## config.mk

```make
export PLATFORM = sky130hd
export DESIGN_NAME = tctr_top
export DESIGN_NICKNAME = d
export VERILOG_FILES = /design/src/verilog/tctr_pkg.sv /design/src/verilog/tctr_top.sv
export SDC_FILE = /design/constraint.sdc
export NUM_CORES = 1
export LEC_CHECK = 0
export BUFFER_PORTS_ARGS = -buffer_cell sky130_fd_sc_hd__clkbuf_2
export CAP_MARGIN = 20
export CORE_ASPECT_RATIO = 1.2
export CORE_MARGIN = 2
export CORE_UTILIZATION = 60
export CTS_BUF_LIST = sky130_fd_sc_hd__clkbuf_16
export DETAILED_ROUTE_END_ITERATION = 8
export PLACE_DENSITY = 0.78
export SLEW_MARGIN = 20
export SYNTH_ARGS = -nofsm -noshare
export SYNTH_HDL_FRONTEND = slang
export SYNTH_SLANG_ARGS = --single-unit
```

## constraint.sdc

```tcl
create_clock -name REF_CLK -period 10.2 [get_ports REF_CLK]
set_input_delay 1.02 -clock REF_CLK [delete_from_list [all_inputs] [get_ports REF_CLK]]
set_output_delay 1.02 -clock REF_CLK [all_outputs]
set_load 0.02 [all_outputs]
```

## src/verilog/tctr_pkg.sv

```systemverilog
`default_nettype none
package tctr_pkg;
  localparam int NCH = 3;
  // Byte addresses, low two bits ignored
  localparam logic [7:0] OFF_CCR = 8'h00;
  localparam logic [7:0] OFF_CMR = 8'h04;
  localparam logic [7:0] OFF_CV = 8'h10;
  localparam logic [7:0] OFF_RA = 8'h14;
  localparam logic [7:0] OFF_RB = 8'h18;
  localparam logic [7:0] OFF_RC = 8'h1C;
  localparam logic [7:0] OFF_SR = 8'h20;
  localparam logic [7:0] OFF_IER = 8'h24;
  localparam logic [7:0] OFF_IDR = 8'h28;
  localparam logic [7:0] OFF_IMR = 8'h2C;
  localparam logic [7:0] OFF_BCR = 8'hC0;
  localparam logic [7:0] OFF_BMR = 8'hC4;
  localparam int CH_SEL_LSB = 6;
  // Control and block fields
  localparam int CCR_EN = 0;
  localparam int CCR_DIS = 1;
  localparam int CCR_SOFTWARE_TRIGGER_CMD = 2;
  localparam int BCR_SYNC = 0;
  localparam int BMR_W = 6;
  // Mode register fields
  localparam int CMR_W = 20;
  localparam int CMR_CLKS_LSB = 0;
  localparam int CMR_COUNT_EDGE_INVERT = 3;
  localparam int CMR_BURST_LSB = 4;
  localparam int CMR_STOP = 6;
  localparam int CMR_DIS = 7;
  localparam int CMR_EDG_LSB = 8;
  localparam int CMR_CAPTURE_TRIGGER_LINE_SELECT = 10;
  localparam int CMR_EVENT_LINE_SELECT_LSB = 10;
  localparam int CMR_EXTERNAL_TRIGGER_ENABLE = 12;
  localparam int CMR_WAVE_SELECT_LSB = 13;
  localparam int CMR_RC_COMPARE_TRIGGER_ENABLE = 14;
  localparam int CMR_WAVE = 15;
  localparam int CMR_RA_LOAD_EDGE_LSB = 16;
  localparam int CMR_RB_LOAD_EDGE_LSB = 18;
  // Status fields
  localparam int NFLAG = 8;
  localparam int SR_COUNTER_OVERFLOW_FLAG = 0;
  localparam int SR_LOAD_OVERRUN_FLAG = 1;
  localparam int SR_CPAS = 2;
  localparam int SR_CPBS = 3;
  localparam int SR_CPCS = 4;
  localparam int SR_LDRAS = 5;
  localparam int SR_LDRBS = 6;
  localparam int SR_ETRGS = 7;
  localparam int SR_CLOCK_ENABLED_FLAG = 16;
  // Prescaler taps for divide by 2, 8, 32, 128
  localparam int PRE_W = 7;
  localparam int DIV_TAP [4] = '{0, 2, 4, 6};
  localparam int NSYNC = 10;
  localparam int SY_TCLK = 0;
  localparam int SY_LINE_A = 3;
  localparam int SY_LINE_B = 6;
  localparam int SY_SLOW = 9;
  localparam logic [15:0] CV_MAX = 16'hFFFF;
  localparam logic [2:0] CLKS_SLOW = 3'h4;

  typedef enum logic [1:0] {
    WV_UP_MAX = 2'b00,
    WV_UPDN_MAX = 2'b01,
    WV_UP_RC = 2'b10,
    WV_UPDN_RC = 2'b11
  } tctr_wave_type;

  typedef enum logic {
    DIR_UP = 1'b0,
    DIR_DOWN = 1'b1
  } tctr_dir_type;

  typedef struct packed {
    logic [CMR_W-1:0] cmr;
    logic [15:0] cv;
    logic [15:0] ra;
    logic [15:0] rb;
    logic [15:0] rc;
    logic [NFLAG-1:0] flags;
    logic [NFLAG-1:0] imr;
    logic clk_en;
    logic started;
    logic trig_pend;
    logic cnt_lvl;
    tctr_dir_type dir;
    logic seq_b;
    logic ra_unread;
    logic rb_unread;
    logic line_a;
    logic line_b;
    logic oe_a_n;
    logic oe_b_n;
    logic irq;
  } tctr_chan_type;

  // Edge code: 0 none, 1 rising, 2 falling, 3 both
  function automatic logic tctr_edge_hit(input logic [1:0] code, input logic r, input logic f);
    return (code[0] & r) | (code[1] & f);
  endfunction : tctr_edge_hit
endpackage : tctr_pkg
`default_nettype wire

```

## src/verilog/tctr_top.sv

```systemverilog
`timescale 1ns/100ps
`default_nettype none
module tctr_top import tctr_pkg::*; (
  input wire logic REF_CLK,
  input wire logic RESETN,
  input wire logic [7:0] AVS_ADDRESS,
  input wire logic AVS_READ,
  input wire logic AVS_WRITE,
  input wire logic [31:0] AVS_WRITEDATA,
  output logic [31:0] AVS_READDATA,
  output logic AVS_WAITREQUEST,
  input wire logic [2:0] DEDICATED_CLOCK_PIN,
  input wire logic SLOW_CLOCK_PIN,
  input wire logic [2:0] LINE_A_IN,
  output logic [2:0] LINE_A_OUT,
  output logic [2:0] LINE_A_OE_N,
  input wire logic [2:0] LINE_B_IN,
  output logic [2:0] LINE_B_OUT,
  output logic [2:0] LINE_B_OE_N,
  output logic [2:0] CH_IRQ
);
  typedef struct packed {
    tctr_chan_type [NCH-1:0] ch;
    logic [BMR_W-1:0] bmr;
    logic [PRE_W-1:0] pre;
    logic [NSYNC-1:0] s1;
    logic [NSYNC-1:0] s2;
    logic [NSYNC-1:0] s3;
    logic [NSYNC-1:0] stable;
    logic [NSYNC-1:0] prev;
    logic [2:0] xc_prev;
    logic waitreq;
    logic [31:0] rdata;
  } tctr_state_type;

  typedef struct packed {
    logic acc_rd;
    logic acc_wr;
    logic [1:0] chs;
    logic [7:0] off;
    logic [31:0] rd;
    logic [NSYNC-1:0] rise;
    logic [NSYNC-1:0] fall;
    logic [2:0] xc_rise;
    logic [2:0] xc_fall;
    logic [CMR_W-1:0] cmr;
    logic wave;
    logic [2:0] clksel;
    logic [1:0] burst;
    logic [1:0] mode;
    logic [1:0] evsel;
    logic sel_lvl;
    logic lvl;
    logic tick;
    logic sw;
    logic ext_ev;
    logic ext_trg;
    logic ra_hit;
    logic rb_hit;
    logic rc_hit;
    logic rc_trg;
    logic trig;
    logic ra_ev;
    logic rb_ev;
    logic lovr;
    logic stop_ev;
    logic dis_ev;
    logic ccr_wr;
    logic sync;
    logic ln_r;
    logic ln_f;
    logic b_out;
    logic [15:0] top;
    logic [15:0] cv_nx;
    logic [NFLAG-1:0] set;
  } tctr_tmp_type;

  tctr_state_type st_q;
  tctr_state_type st_d;
  tctr_tmp_type t;
  tctr_chan_type c;
  tctr_chan_type n;
  logic [2:0] a_int_w;
  logic [2:0] xc_w;
  logic [2:0] tick_w;
  logic [2:0] trig_w;
  logic [2:0] ra_load_w;

  always_comb begin : next_state
    st_d = st_q;
    t = '0;
    c = '0;
    n = '0;
    a_int_w = '0;
    xc_w = '0;
    tick_w = '0;
    trig_w = '0;
    ra_load_w = '0;
    // Three-stage synchronisers, change taken when stages two and three agree
    st_d.s1 = {SLOW_CLOCK_PIN, LINE_B_IN, LINE_A_IN, DEDICATED_CLOCK_PIN};
    st_d.s2 = st_q.s1;
    st_d.s3 = st_q.s2;
    st_d.stable = (~(st_q.s2 ^ st_q.s3) & st_q.s3) | ((st_q.s2 ^ st_q.s3) & st_q.stable);
    st_d.prev = st_q.stable;
    t.rise = st_q.stable & ~st_q.prev;
    t.fall = ~st_q.stable & st_q.prev;
    st_d.pre = st_q.pre + 7'h01;
    // Bus handshake: one wait cycle, then accept
    t.acc_rd = AVS_READ & ~st_q.waitreq;
    t.acc_wr = AVS_WRITE & ~st_q.waitreq;
    st_d.waitreq = ~((AVS_READ | AVS_WRITE) & st_q.waitreq);
    t.chs = AVS_ADDRESS[CH_SEL_LSB+:2];
    t.off = {2'b00, AVS_ADDRESS[5:2], 2'b00};
    t.sync = t.acc_wr & (AVS_ADDRESS[7:2] == OFF_BCR[7:2]) & AVS_WRITEDATA[BCR_SYNC];
    if (t.acc_wr && AVS_ADDRESS[7:2] == OFF_BMR[7:2]) begin
      st_d.bmr = AVS_WRITEDATA[BMR_W-1:0];
    end
    // Internal line A: driven value in waveform mode, pin otherwise
    for (int i = 0; i < NCH; i++) begin
      a_int_w[i] = st_q.ch[i].cmr[CMR_WAVE] ? st_q.ch[i].line_a : st_q.stable[SY_LINE_A+i];
    end
    // External clock lines with chaining
    for (int k = 0; k < NCH; k++) begin
      case (st_q.bmr[2*k+:2])
        2'b00: xc_w[k] = st_q.stable[SY_TCLK+k];
        2'b01: xc_w[k] = 1'b0;
        2'b10: xc_w[k] = a_int_w[(k == 0) ? 1 : 0];
        default: xc_w[k] = a_int_w[(k == 2) ? 1 : 2];
      endcase
    end
    st_d.xc_prev = xc_w;
    t.xc_rise = xc_w & ~st_q.xc_prev;
    t.xc_fall = ~xc_w & st_q.xc_prev;
    for (int i = 0; i < NCH; i++) begin
      c = st_q.ch[i];
      n = c;
      t.cmr = c.cmr;
      t.wave = t.cmr[CMR_WAVE];
      t.clksel = t.cmr[CMR_CLKS_LSB+:3];
      t.burst = t.cmr[CMR_BURST_LSB+:2];
      t.evsel = t.cmr[CMR_EVENT_LINE_SELECT_LSB+:2];
      t.b_out = t.wave & (t.evsel != 2'b00);
      // Counting clock selection, invert and burst gate
      if (t.clksel < CLKS_SLOW) begin
        t.sel_lvl = st_q.pre[DIV_TAP[t.clksel[1:0]]];
      end else if (t.clksel == CLKS_SLOW) begin
        t.sel_lvl = st_q.stable[SY_SLOW];
      end else begin
        t.sel_lvl = xc_w[t.clksel[1:0] - 2'h1];
      end
      t.lvl = (t.sel_lvl ^ t.cmr[CMR_COUNT_EDGE_INVERT]) & ((t.burst == 2'b00) | xc_w[t.burst - 2'h1]);
      n.cnt_lvl = t.lvl;
      t.tick = t.lvl & ~c.cnt_lvl & c.clk_en & c.started;
      // Counter step by mode
      t.mode = t.wave ? t.cmr[CMR_WAVE_SELECT_LSB+:2] : WV_UP_MAX;
      t.top = t.mode[1] ? c.rc : CV_MAX;
      t.cv_nx = c.cv;
      if (t.tick) begin
        if (c.trig_pend) begin
          t.cv_nx = 16'h0000;
          n.dir = (t.mode[0] && c.dir == DIR_UP) ? DIR_DOWN : DIR_UP;
        end else if (c.dir == DIR_UP) begin
          if (c.cv != t.top) begin
            t.cv_nx = c.cv + 16'h0001;
          end else if (t.mode[0]) begin
            t.cv_nx = c.cv - 16'h0001;
            n.dir = DIR_DOWN;
          end else begin
            t.cv_nx = 16'h0000;
          end
        end else if (c.cv == 16'h0000) begin
          t.cv_nx = 16'h0001;
          n.dir = DIR_UP;
        end else begin
          t.cv_nx = c.cv - 16'h0001;
        end
      end
      n.cv = t.cv_nx;
      // Compares fire when the counter reaches the register value
      t.rc_hit = t.tick & (t.cv_nx == c.rc);
      t.ra_hit = t.tick & t.wave & (t.cv_nx == c.ra);
      t.rb_hit = t.tick & t.b_out & (t.cv_nx == c.rb);
      t.rc_trg = t.rc_hit & ~t.wave & t.cmr[CMR_RC_COMPARE_TRIGGER_ENABLE];
      // External trigger or event
      if (!t.wave) begin
        t.ln_r = t.cmr[CMR_CAPTURE_TRIGGER_LINE_SELECT] ? t.rise[SY_LINE_A+i] : t.rise[SY_LINE_B+i];
        t.ln_f = t.cmr[CMR_CAPTURE_TRIGGER_LINE_SELECT] ? t.fall[SY_LINE_A+i] : t.fall[SY_LINE_B+i];
        t.ext_ev = tctr_edge_hit(t.cmr[CMR_EDG_LSB+:2], t.ln_r, t.ln_f);
        t.ext_trg = t.ext_ev;
      end else begin
        if (t.evsel == 2'b00) begin
          t.ln_r = t.rise[SY_LINE_B+i];
          t.ln_f = t.fall[SY_LINE_B+i];
        end else begin
          t.ln_r = t.xc_rise[t.evsel - 2'h1];
          t.ln_f = t.xc_fall[t.evsel - 2'h1];
        end
        t.ext_ev = tctr_edge_hit(t.cmr[CMR_EDG_LSB+:2], t.ln_r, t.ln_f);
        t.ext_trg = t.ext_ev & t.cmr[CMR_EXTERNAL_TRIGGER_ENABLE];
      end
      t.ccr_wr = t.acc_wr & (t.chs == 2'(i)) & (t.off == OFF_CCR);
      t.sw = t.ccr_wr & AVS_WRITEDATA[CCR_SOFTWARE_TRIGGER_CMD];
      t.trig = t.sw | t.sync | t.ext_trg | t.rc_trg;
      // Capture loads alternate A then B
      t.ra_ev = ~t.wave & ~c.seq_b & tctr_edge_hit(t.cmr[CMR_RA_LOAD_EDGE_LSB+:2], t.rise[SY_LINE_A+i], t.fall[SY_LINE_A+i]);
      t.rb_ev = ~t.wave & c.seq_b & tctr_edge_hit(t.cmr[CMR_RB_LOAD_EDGE_LSB+:2], t.rise[SY_LINE_A+i], t.fall[SY_LINE_A+i]);
      t.lovr = (t.ra_ev & c.ra_unread) | (t.rb_ev & c.rb_unread);
      if (t.ra_ev) begin
        n.ra = c.cv;
        n.seq_b = 1'b1;
        n.ra_unread = 1'b1;
      end
      if (t.rb_ev) begin
        n.rb = c.cv;
        n.seq_b = 1'b0;
        n.rb_unread = 1'b1;
      end
      if (t.trig) begin
        n.seq_b = 1'b0;
        n.trig_pend = 1'b1;
      end else if (t.tick) begin
        n.trig_pend = 1'b0;
      end
      // Clock control
      t.stop_ev = t.wave ? (t.rc_hit & t.cmr[CMR_STOP]) : (t.rb_ev & t.cmr[CMR_STOP]);
      t.dis_ev = t.wave ? (t.rc_hit & t.cmr[CMR_DIS]) : (t.rb_ev & t.cmr[CMR_DIS]);
      if ((t.ccr_wr && AVS_WRITEDATA[CCR_DIS]) || t.dis_ev) begin
        n.clk_en = 1'b0;
      end else if (t.ccr_wr && AVS_WRITEDATA[CCR_EN]) begin
        n.clk_en = 1'b1;
      end
      if (n.clk_en) begin
        if (t.trig) begin
          n.started = 1'b1;
        end else if (t.stop_ev) begin
          n.started = 1'b0;
        end
      end
      // Line levels in waveform mode
      if (t.rc_hit) begin
        n.line_a = 1'b0;
      end else if (t.ra_hit) begin
        n.line_a = 1'b1;
      end
      if (t.rc_hit && t.b_out) begin
        n.line_b = 1'b0;
      end else if (t.rb_hit) begin
        n.line_b = 1'b1;
      end
      n.oe_a_n = ~t.wave;
      n.oe_b_n = ~t.b_out;
      // Software access to channel registers
      if (t.acc_wr && t.chs == 2'(i)) begin
        if (t.off == OFF_CMR) begin
          n.cmr = AVS_WRITEDATA[CMR_W-1:0];
        end else if (t.off == OFF_RA && t.wave) begin
          n.ra = AVS_WRITEDATA[15:0];
        end else if (t.off == OFF_RB && t.wave) begin
          n.rb = AVS_WRITEDATA[15:0];
        end else if (t.off == OFF_RC) begin
          n.rc = AVS_WRITEDATA[15:0];
        end else if (t.off == OFF_IER) begin
          n.imr = c.imr | AVS_WRITEDATA[NFLAG-1:0];
        end else if (t.off == OFF_IDR) begin
          n.imr = c.imr & ~AVS_WRITEDATA[NFLAG-1:0];
        end
      end
      if (t.acc_rd && t.chs == 2'(i) && t.off == OFF_RA && !t.ra_ev) begin
        n.ra_unread = 1'b0;
      end
      if (t.acc_rd && t.chs == 2'(i) && t.off == OFF_RB && !t.rb_ev) begin
        n.rb_unread = 1'b0;
      end
      // Sticky flags, set wins over read clear
      t.set = '0;
      t.set[SR_COUNTER_OVERFLOW_FLAG] = t.tick & (c.cv == CV_MAX) & (t.cv_nx == 16'h0000);
      t.set[SR_LOAD_OVERRUN_FLAG] = t.lovr;
      t.set[SR_CPAS] = t.ra_hit;
      t.set[SR_CPBS] = t.rb_hit;
      t.set[SR_CPCS] = t.rc_hit;
      t.set[SR_LDRAS] = t.ra_ev;
      t.set[SR_LDRBS] = t.rb_ev;
      t.set[SR_ETRGS] = t.ext_trg;
      if (t.acc_rd && t.chs == 2'(i) && t.off == OFF_SR) begin
        n.flags = t.set;
      end else begin
        n.flags = c.flags | t.set;
      end
      n.irq = |(n.flags & n.imr);
      st_d.ch[i] = n;
      tick_w[i] = t.tick;
      trig_w[i] = t.trig;
      ra_load_w[i] = t.ra_ev;
    end
    // Read data captured in the wait cycle
    t.rd = '0;
    if (AVS_ADDRESS[7:2] == OFF_BMR[7:2]) begin
      t.rd[BMR_W-1:0] = st_q.bmr;
    end else if (t.chs != 2'b11) begin
      c = st_q.ch[t.chs];
      if (t.off == OFF_CMR) begin
        t.rd[CMR_W-1:0] = c.cmr;
      end else if (t.off == OFF_CV) begin
        t.rd[15:0] = c.cv;
      end else if (t.off == OFF_RA) begin
        t.rd[15:0] = c.ra;
      end else if (t.off == OFF_RB) begin
        t.rd[15:0] = c.rb;
      end else if (t.off == OFF_RC) begin
        t.rd[15:0] = c.rc;
      end else if (t.off == OFF_SR) begin
        t.rd[NFLAG-1:0] = c.flags;
        t.rd[SR_CLOCK_ENABLED_FLAG] = c.clk_en;
      end else if (t.off == OFF_IMR) begin
        t.rd[NFLAG-1:0] = c.imr;
      end
    end
    if (AVS_READ && st_q.waitreq) begin
      st_d.rdata = t.rd;
    end
  end

  always_ff @(posedge REF_CLK or negedge RESETN) begin : state_reg
    if (!RESETN) begin
      st_q <= '0;
      st_q.waitreq <= 1'b1;
      for (int i = 0; i < NCH; i++) begin
        st_q.ch[i].oe_a_n <= 1'b1;
        st_q.ch[i].oe_b_n <= 1'b1;
      end
    end else begin
      st_q <= st_d;
    end
  end

  always_comb begin : out_map
    AVS_READDATA = st_q.rdata;
    AVS_WAITREQUEST = st_q.waitreq;
    for (int i = 0; i < NCH; i++) begin
      LINE_A_OUT[i] = st_q.ch[i].line_a;
      LINE_A_OE_N[i] = st_q.ch[i].oe_a_n;
      LINE_B_OUT[i] = st_q.ch[i].line_b;
      LINE_B_OE_N[i] = st_q.ch[i].oe_b_n;
      CH_IRQ[i] = st_q.ch[i].irq;
    end
  end

  for (genvar g = 0; g < NCH; g++) begin : g_chk

  end
endmodule : tctr_top
`default_nettype wire

```

==> summary.txt <==
Status = complete, no violations
FF+latch count, synth = 422
Element type at the critical path start = flip-flop
Ports = 102
Final wirelength = 115000 um
Filler Cell Count = 3937
Total Power = 5.44 mW
Finish-stage setup viols = 0
FFs w/ async S/R, synth = 100%
Worst vdd ir = 0.150 mV
Final period util = 57.5%
I/O Buffers = 75
Pre-CTS setup slack = 4.76 ns
Register-to-register setup slack = 4.34 ns
Via count = 27100
Largest area contributor in the netlist = dfrtp_1
Antenna violations before repair = 5
Critical path endpoint category = flip-flop
GRT Overall Usage = 46.2%
PnR worst setup slack = 4.34 ns
Clock sink count = 422
Area growth syn-to-layout = 5.99%
Root buffer cell = clkbuf_16
Post-DRT Antenna Nets = 0
Crit path required time = 10.67 ns
NumNets Final = 3159
Combinational share of power = 24.4%
Pleak = 12.2 nW
Horiz. Die Dim = 203 um
Clock power share = 30.9%
Crit path DAT = 6.33 ns
Reg-to-reg endpoint = CH_IRQ[2]
Setup bufs post-CTS = 0
Dpl cell area = 0.0288 sq mm
Finished Cell Area = 0.0303 sq mm
Seq pwr share = 44.8%
H-tree Lvls = 2
Post-synth EDFFs = 0
Max Fclk = 171 MHz
Most common cell in the synthesized netlist = dfrtp_1
Average size of a mapped cell = 8.93 sq um
DPL Wire Length = 82100 um
Sw Pwr = 2.04 mW
Power Internal = 3.40 mW
CTS Buf Count = 46
RSZ-0062 raised after global routing = false
Setup_tns = 0 ns
CP Max Fanout = 18
Hold_buf cts = 0
CTS tree = yes
CTS max path bufs = 3
Largest net degree at the start of global routing = 167
Reg2reg start = st_q[432]
Power per cell area = 180 mW/mm^2
Hold-critical path endpoint = st_d[56]
R2r worst-path depth = 11
Fin util = 64.4%
Synth cell count leaders = dfrtp_1 (415), nand2_1 (371), o21ai_0 (265), nor2_1 (201), mux2i_1 (191)
Max cap viols = 0
Final Slew Violations = 0
Post-route DRC = 0
Global-route wire length before repair = 170000 um
Worst hold-check path type = flip-flop to flip-flop
Sw Share = 37.5%
Starting density of the core = 60.8%
Share of cells above drive strength 1 = 13.9%
Number of global-route vias before repair = 26000
Routed len/inst = 30.7 um
Actual slew at the worst max-slew pin = 1.23 ns
Post-synth top area share = 36.3%
Hold path startpoint = st_d[66]
Clk slew on worst S/H paths = 0.06 ns
Main synth FF type = dfrtp_1
Tmin final = 5.86 ns
GPL Wtd Cong = 1.04
Router iterations before antenna repair = 6
Die height = 243 um
Worst slew margin = 18.0%
Vias per Instance = 7.23
WHS Path Cells = 0
Resize count post-CTS = 0
Yosys cell types = 120
Sequential cell area = 0.0106 sq mm
Worst-Skew Late Latency = 0.63 ns
Critical path type = flip-flop to flip-flop
Multi-input gate area = 0.0163 sq mm
Ys Warns = 0
Final Hold Viols = 0
GR Overflow Total = 0
Die Area = 0.0494 sq mm
Drt initial violations = 3403
Core Footprint = 0.0470 sq mm
Area contributors post-synth = dfrtp_1 (36%), mux2i_1 (6.7%), mux2_2 (5.0%)
Synth Cell Area = 0.0286 sq mm
Max Clock Skew = 0.0345 ns
Seq/Total Area, Yosys = 37.0%
Gate Count Post-Synth = 3200
# rows = 87
## state kept, by name, summed over array words and instances (netlist names), named ones only
register         cells
CH_IRQ               3
st_q               356
LINE_A_OUT           3
st_d                20
LINE_A_OE_N          3
LINE_B_OUT           3
AVS_READDATA        20
AVS_WAITREQUEST      1
LINE_B_OE_N          3
## cells by family (layout without fill, tap and decap cells)
group	count (synthesis)	in the layout	synth area share [%]
AOI/OAI and AO/OA	860	860	20.9
xor gates and xnor gates	161	161	5.00
and+or+nand+nor	998	998	17.3
buffers and inverters	403	316	6.40
adders and majority gates	28	28	1.14
muxes	327	327	12.3
DFF	422	422	37.0
other	1	13	0.0131
## area by class of cell
cell class | instances | area share, %
Multi-Input combinational cell | 2386 | 53.7
Sequential cell | 422 | 34.9
Clock buffer | 46 | 3.80
Timing Repair Buffer | 123 | 2.61
Tap cell | 623 | 2.57
Inverter | 108 | 1.34
Clock inverter | 39 | 1.07
Antenna cell | 1 | 0.00826
## cell usage in the layout (no fill, tap or decap), types with 43 or more instances in the layout
| master | Yosys | layout |
|---|---|---|
| nand2_1 | 371 | 371 |
| inv_1 | 105 | 119 |
| mux2i_1 | 191 | 191 |
| a21oi_1 | 158 | 158 |
| xor2_1 | 85 | 85 |
| nand3_1 | 73 | 73 |
| buf_4 | 52 | 45 |
| o22ai_1 | 53 | 53 |
| clkbuf_16 | 0 | 46 |
| o21ai_0 | 265 | 265 |
| clkbuf_2 | 1 | 72 |
| dfrtp_1 | 415 | 415 |
| mux2_2 | 128 | 128 |
| nor3_1 | 67 | 64 |
| xnor2_1 | 75 | 74 |
| nor2_1 | 201 | 198 |
| a31oi_1 | 43 | 43 |
## worst max path at each step
stage,from,endpoint,depth (start not counted)
after CTS,st_q[320],st_q[219],14
final,st_q[432],CH_IRQ[2],11
after detailed placement,st_q[320],st_q[219],14
after floorplan,st_q[405],st_q[332],14
after global routing,st_q[432],CH_IRQ[2],12
after global placement,st_q[320],st_q[219],14
## critical path, cell delays in order, from the launching register on
cell and delay (ns):
dfrtp_1 0.73, and2_1 0.56, nor4b_1 0.47, o32ai_2 0.23, o41a_1 0.65, o32ai_1 0.96
xor2_1 0.14, a211o_1 0.36, nor4_1 1.01, a41oi_1 0.24, o21a_1 0.17, o21ai_1 0.19
## metrics by stage
step           hold slack, ns  instances
2_1_floorplan           0.331       3211
3_3_place_gp            0.335       3658
3_5_place_dp            0.337       3660
4_1_cts                 0.351       3745
5_1_grt                 0.351       3747
6_report                0.348       3748
## layer usage
layer | wire, um | track usage (%) | up-vias
met5 | 23 | 0 | -
met4 | 9860 | 32.1 | 4
met3 | 13300 | 12.5 | 607
met2 | 49900 | 69.5 | 1998
met1 | 41900 | 57.6 | 13100
li1 | - | - | 11400
## power groups by stage
stage	registers, mW	clock network (mW)	logic [mW]
3_3_place_gp	2.42	0	1.23
4_1_cts	2.40	1.68	1.27
5_1_grt	2.44	1.75	1.42
2_1_floorplan	2.20	0	0.943
3_5_place_dp	2.43	0	1.27
6_report	2.44	1.68	1.33
No activity file was read; power rests on OpenSTA's default activity.
